===== src/hw/supply_alert_pkg.sv =====
// Package with register offsets, field layouts and reset values of the supply alert bank.
package supply_alert_pkg;
	localparam logic [7:0]  supply_fault_flags_addr = 8'h5b;
	localparam logic [7:0]  alert_pin_mask_addr     = 8'h5f;
	localparam logic [15:0] supply_fault_reset      = 16'h0000;
	localparam logic [15:0] alert_pin_mask_reset    = 16'h0000;
	localparam logic [15:0] supply_fault_valid      = 16'h007f;
	localparam logic [15:0] alert_pin_mask_valid    = 16'h7ffc;
	localparam int          positive_rail_low_bit   = 0;
	localparam int          negative_rail_high_bit  = 1;
	localparam int          logic_core_low_bit      = 2;
	localparam int          analog_core_low_bit     = 3;
	localparam int          regulator_out_low_bit   = 4;
	localparam int          output_supply_low_bit   = 5;
	localparam int          cal_memory_fault_bit    = 6;
	localparam int          num_supply_flags        = 7;

	// Supply monitor comparator indications, one bit each, high while the fault is present.
	typedef struct packed {
		logic output_supply_low;
		logic regulator_out_low;
		logic analog_core_supply_low;
		logic logic_core_supply_low;
		logic negative_rail_high;
		logic positive_rail_low;
	} supply_monitor_s;

	// One register access from the serial port front end.
	typedef struct packed {
		logic        valid;
		logic        write;
		logic [7:0]  addr;
		logic [15:0] wdata;
	} reg_access_s;
endpackage : supply_alert_pkg


===== src/hw/fault_sync.sv =====
// Two-flop synchroniser for asynchronous fault indications.
`timescale 1ns/1ps
`default_nettype none
module fault_sync #(
	parameter int WIDTH = 1
) (
	input  wire logic             core_clk, // Register clock.
	input  wire logic             sys_rst,  // Synchronous reset, active high.
	input  wire logic             clk_en,   // Freezes state while low.
	input  wire logic [WIDTH-1:0] async_in, // Level from outside the clock domain.
	output logic      [WIDTH-1:0] sync_out  // Synchronised level.
);
	logic [WIDTH-1:0] meta_q;
	logic [WIDTH-1:0] meta_d;
	logic [WIDTH-1:0] sync_q;
	logic [WIDTH-1:0] sync_d;

	always_comb begin
		meta_d = clk_en ? async_in : meta_q;
		sync_d = clk_en ? meta_q : sync_q;
	end

	always_ff @(posedge core_clk) begin
		if (sys_rst) begin
			meta_q <= '0;
			sync_q <= '0;
		end else begin
			meta_q <= meta_d;
			sync_q <= sync_d;
		end
	end

	assign sync_out = sync_q;
endmodule : fault_sync
`default_nettype wire


===== src/hw/supply_alert_regs.sv =====
// Latched supply fault flags, alert pin mask and alert output logic.
`timescale 1ns/1ps
`default_nettype none
// Notes on behaviour
// - Supply fault flags stay set; host write of one clears once fault gone.
// - Calibration checksum or uncorrectable error on upload sets bit 6.
// - Register access before memory refresh completes also sets bit 6.
// - Output-stage supply below threshold sets bit 5.
// - Regulator output below threshold sets its fault flag.
// - Analog core supply below threshold sets its fault flag.
// - Logic core supply below threshold sets its fault flag.
// - Negative rail above its threshold sets its fault flag.
// - Positive analog rail below threshold sets its fault flag.
// - Mask bit one hides matching status flag from alert pin; zero allows.
// - Masking never stops the status flag itself from being set.
// - Mask bits 14 to 2 read-write; bits 15, 1, 0 reserved.
// - Both registers reset to all zeros.
// - Bits 4 regulator, 3 analog core, 2 logic core, 1 negative, 0 positive.
// - Live summary bit follows supply fault register contents without latching.
module supply_alert_regs (
	input  wire logic                           core_clk,        // Register clock, 250 MHz.
	input  wire logic                           sys_rst,         // Synchronous reset, active high.
	input  wire logic                           clk_en,          // Freezes all state while low.
	input  wire supply_alert_pkg::supply_monitor_s monitor,      // Asynchronous comparator levels.
	input  wire logic                           cal_upload_err,  // Upload checksum or ECC fault pulse.
	input  wire logic                           refresh_done,    // Calibration refresh finished.
	input  wire supply_alert_pkg::reg_access_s  access,          // Register access, one-cycle valid.
	input  wire logic [15:0]                    general_status,  // Latched general status flags.
	output logic      [15:0]                    rdata,           // Read data, registered.
	output logic                                rdata_valid,     // Read data valid pulse.
	output logic      [15:0]                    supply_fault_out,// Supply fault register contents.
	output logic                                supply_summary,  // Live summary of supply flags.
	output logic                                alert_active     // Alert pin request, active high.
);
	logic [5:0]  mon_sync;
	logic [15:0] flags_q;
	logic [15:0] flags_d;
	logic [15:0] mask_q;
	logic [15:0] mask_d;
	logic [15:0] rdata_q;
	logic [15:0] rdata_d;
	logic        rvalid_q;
	logic        rvalid_d;
	logic [15:0] fault_now;
	logic        wr_flags;
	logic        wr_mask;
	logic        early_access;

	// Comparators sit on their own supplies, so their levels are resynchronised.
	fault_sync #(
		.WIDTH(6)
	) u_mon_sync (
		.core_clk(core_clk),
		.sys_rst (sys_rst),
		.clk_en  (clk_en),
		.async_in(monitor),
		.sync_out(mon_sync)
	);

	assign early_access = access.valid && !refresh_done;
	assign wr_flags = access.valid && access.write && refresh_done
		&& (access.addr == supply_alert_pkg::supply_fault_flags_addr);
	assign wr_mask = access.valid && access.write && refresh_done
		&& (access.addr == supply_alert_pkg::alert_pin_mask_addr);

	always_comb begin
		fault_now = '0;
		fault_now[5:0] = mon_sync;
		fault_now[supply_alert_pkg::cal_memory_fault_bit] = cal_upload_err || early_access;
	end

	// Setting wins over a same-cycle clear, so a still-present fault survives a clear.
	always_comb begin
		flags_d = flags_q;
		mask_d  = mask_q;
		if (wr_flags) begin
			flags_d = flags_q & ~access.wdata;
		end
		flags_d = (flags_d | fault_now) & supply_alert_pkg::supply_fault_valid;
		if (wr_mask) begin
			mask_d = access.wdata & supply_alert_pkg::alert_pin_mask_valid;
		end
	end

	// Reads made before the refresh completes return zero and only raise the fault.
	always_comb begin
		rvalid_d = access.valid && !access.write;
		rdata_d  = '0;
		if (access.valid && !access.write && refresh_done) begin
			unique case (access.addr)
				supply_alert_pkg::supply_fault_flags_addr: rdata_d = flags_q;
				supply_alert_pkg::alert_pin_mask_addr:     rdata_d = mask_q;
				default:                                   rdata_d = '0;
			endcase
		end
	end

	always_ff @(posedge core_clk) begin
		if (sys_rst) begin
			flags_q  <= supply_alert_pkg::supply_fault_reset;
			mask_q   <= supply_alert_pkg::alert_pin_mask_reset;
			rdata_q  <= 16'h0000;
			rvalid_q <= 1'b0;
		end else if (clk_en) begin
			flags_q  <= flags_d;
			mask_q   <= mask_d;
			rdata_q  <= rdata_d;
			rvalid_q <= rvalid_d;
		end
	end

	assign rdata            = rdata_q;
	assign rdata_valid      = rvalid_q && clk_en;
	assign supply_fault_out = flags_q;
	assign supply_summary   = |flags_q;
	// The mask only gates the pin; general_status itself is untouched here.
	assign alert_active = |(general_status & ~mask_q
		& supply_alert_pkg::alert_pin_mask_valid);
endmodule : supply_alert_regs
`default_nettype wire


===== config.mk =====
export PLATFORM = sky130hd
export DESIGN_NAME = supply_alert_regs
export DESIGN_NICKNAME = d
export VERILOG_FILES = /design/src/hw/supply_alert_pkg.sv /design/src/hw/fault_sync.sv /design/src/hw/supply_alert_regs.sv
export SDC_FILE = /design/constraint.sdc
export NUM_CORES = 1
export LEC_CHECK = 0
export BUFFER_PORTS_ARGS = -buffer_cell sky130_fd_sc_hd__buf_2
export CORE_MARGIN = 2
export CORE_UTILIZATION = 26
export CTS_BUF_LIST = sky130_fd_sc_hd__clkbuf_8 sky130_fd_sc_hd__clkbuf_16
export DETAILED_ROUTE_END_ITERATION = 16
export PLACE_DENSITY = 0.6
export SETUP_SLACK_MARGIN = 0.2
export SYNTH_ARGS = -nofsm -noshare
export SYNTH_HDL_FRONTEND = slang
export SYNTH_SLANG_ARGS = --single-unit

===== constraint.sdc =====
create_clock -name core_clk -period 3.8 [get_ports core_clk]
set_input_delay 0.19 -clock core_clk [delete_from_list [all_inputs] [get_ports core_clk]]
set_output_delay 0.19 -clock core_clk [all_outputs]
set_load 0.02 [all_outputs]

==> results.py <==
metrics = {
    "sta": {
        "tightestPinTransition_ns": 0.886,
        "setup_viol_count_final": 0,
        "worst_clock_skew_ns": 0.00477,
        "fin_setup_tns_ns": 0,
        "fmaxAchievable_mhz": 560,
        "setup_ws_ns": 2.01,
        "final.min_clock_period_ns": 1.79,
        "report.final.hold_viol_count": 0,
        "setup_repair_after_global_routing_missed_its_margin": "false",
        "slew_headroom_pct": 40.9,
        "fin_crit_sh_pct": 47.0,
        "drv_slew": 0,
    },
    "clock_network": {
        "cts_setup_buffers": 0,
        "clkLatencyLatePin_ns": 0.30,
        "cts.sinks": 48,
        "ctsHoldBuffers": 0,
        "cts.root.buffer_cell": "clkbuf_8",
        "h_tree_depth": 2,
        "cts_inserted_buffers": 5,
        "cts_max_path_buffers": 2,
        "cts.clk_slew.worst_paths_ns": 0.09,
        "cts_resized": 0,
        "cts_tree": "built",
    },
    "synthesis": {
        "synth.cells.most_frequent": "48 x dfxtp_1, 41 x nor2_1, 25 x mux2i_1",
        "synth_cell_type_count": 28,
        "syn-mean-instance-area_um2": 9.11,
        "synth_top_area_cell": "dfxtp_1",
        "synthArstFlopShare_pct": 0,
        "synth_most_common_cell": "dfxtp_1",
        "synth_top_flop_cell": "dfxtp_1",
        "synth_sequential_area_ratio_pct": 46.1,
        "ys.warnings.count": 0,
        "synth-seq-cells": 48,
        "synth-edff-count": 0,
        "post_synth_instance_area_mm2": 0.00209,
        "synthesis.instances": 229,
        "synth_top_area_share_pct": 46.1,
        "synth_area_leaders": "dfxtp_1 46%, mux2i_1 12%, nor2_1 7.4%, nor2b_1 4.8%, a21oi_1 4.1%",
    },
    "route": {
        "dr_total_vias": 1798,
        "routed_wl_mm": 5.28,
        "remaining_drc_errors": 0,
        "drtAntennaViolNets": 0,
        "detailedRoute.firstPassIterationCount": 4,
        "drt_iter0_markers": 111,
        "drt-wirelength-per-cell_um": 13.2,
        "post_drt_via_cell_ratio": 4.48,
    },
    "global_route": {
        "grt_start_max_net_pins": 49,
        "via_count_of_the_first_global_routing_pass": 1644,
        "grt_util_all_layers_pct": 12.3,
        "sum_of_overflow_across_all_layers_after_global_routing": 0,
        "first_pass_grt_wire_length_mm": 8.32,
        "antenna_found_initial": 0,
    },
    "cells_and_area": {
        "antenna_cells_inserted": 0,
        "drive_gt1_share_pct": 29.4,
        "syn_to_final_growth_pct": 23.8,
        "stdcell_area_mm2": 0.00258,
        "nNetsFinal": 352,
    },
    "critical_path": {
        "worst_ep_required_time_ns": 3.95,
        "worstSetupStartpointType": "input port",
        "worst-endpoint-arrival_ns": 1.93,
        "cp-end-kind": "flop",
        "cp_num_buf_inv": 2,
        "crit_fanout": 44,
        "cp_top_family": "simple AND/OR/NAND/NOR gates",
        "crit_path_cell_trace": "buf_2 -> buf_4 -> nand4_4 -> nor4_2 -> a311oi_1",
        "critical_path.max_stage_delay_ns": 0.79,
        "standard_cell_with_the_maximum_stage_delay_on_the_critical_path": "nor4_2",
        "timing.setup.critical_path_class": "input port to flop",
    },
    "power": {
        "p_comb_share_pct": 10.2,
        "vdd_ir_drop_max_mv": 0.127,
        "internal_power_w": 0.000671,
        "leakage_nw": 1.12,
        "seqPwrFrac_pct": 57.5,
        "total_power_w": 0.000901,
        "clockPowerShare_pct": 32.3,
        "power_switching_share_pct": 25.5,
        "power-per-cell-area_mw_per_mm2": 349,
        "p_switching_w": 0.000230,
    },
    "placed_design": {
        "port_buffers": 73,
        "place_area_mm2": 0.00250,
        "detailed_place_hpwl_mm": 3.72,
        "gp_congestion": 0.695,
        "pre_cts_slack_ns": 1.64,
    },
    "run_status": {
        "run_status": "finished clean",
    },
    "worst_hold_path": {
        "worstHoldPathType": "input port to flop",
    },
    "floorplanning": {
        "die_area_mm2": 0.00875,
        "die_x_um": 93.6,
        "row_count": 32,
        "io_pins": 88,
        "effective_utilization_at_floorplan_pct": 26.9,
        "fp.dieH_um": 93.6,
        "coreArea_mm2": 0.00777,
    },
    "job": {
        "drv.max_cap_violation_count": 0,
    },
}
sequential cells by signal, indices dropped and copies added (netlist names):
| register | count |
|---|---|
| mask_q | 13 |
| rdata | 15 |
| rvalid_q | 1 |
| supply_fault_out | 7 |
| u_mon_sync.meta_q | 6 |
| u_mon_sync.sync_out | 6 |
power groups by stage:
stage / Clock [W] / Combinational, W / Sequential, W
floorplan: 0 / 0.0000590 / 0.000531
global placement: 0 / 0.0000915 / 0.000530
detailed placement: 0 / 0.0000932 / 0.000530
CTS: 0.000306 / 0.0000935 / 0.000518
global route: 0.000325 / 0.000103 / 0.000520
finish: 0.000291 / 0.0000919 / 0.000518
cells by family (layout without fill, tap and decap cells):
group	after synthesis	in the layout	share of synthesized area, %
AO/OA/AOI/OAI	36	36	11.5
multiplexers	25	25	12.0
flip-flops	48	48	46.1
AND/OR/NAND/NOR	82	82	21.3
buffers and inverters	37	98	9.00
other	1	10	0.180
metrics by stage:
stage / hold WS [ns] / cells / util, %
after global routing: 0.0644 / 401 / 33.2
after detailed placement: 0.400 / 394 / 32.2
after CTS: 0.0689 / 401 / 33.2
final: 0.0773 / 401 / 33.2
after floorplan: 0.300 / 238 / -
after global placement: 0.391 / 394 / 32.2
cell type report:
cell class              instances  area (µm²)
repair buffers                 76         388
multi-input cells             153         971
clock buffers                   5        68.8
well taps                     102         128
inverters                      15        56.3
flip-flops and latches         48         961
clock inverters                 2        8.76
fillers                       833        5190
layer usage:
layer  share of wire [%]  vias to the layer above  routed length [µm]  global-route usage [%]
li1                    -                      897                   -                       -
met2                  46                       57                2420                    19.9
met5                   0                        -                   0                       0
met4                 1.0                        0                  53                    2.90
met3                 7.5                        6                 394                    4.19
met1                  46                      838                2410                    15.8
layout by cell type (no fill, tap or decap), types with 2 or more instances in the layout:
cell type  synthesis  routed
a21oi_1           17      17
a221oi_1           7       7
a311oi_1           6       6
and2_1             2       2
buf_2              3      73
buf_4             10       3
clkbuf_8           0       5
conb_1             1      10
dfxtp_1           48      48
inv_1             15      16
mux2i_1           25      25
nand2_1            9       9
nand2b_1           3       3
nand3_1            2       2
nor2_1            41      41
nor2b_1           16      16
nor3_1             2       2
nor4_2             2       2
o22ai_1            4       4
worst paths after layout:
kind              cells after the start                   to  startpoint  slack [ns]
hold reg to reg                       2             rvalid_q    rvalid_q        0.47
setup reg to reg                      3             rdata[4]    rdata[4]        2.93
setup / recovery                      5  supply_fault_out[5]      clk_en        2.01
hold / removal                        2  supply_fault_out[0]   access[0]        0.08
(Power assumes the default switching activity.)
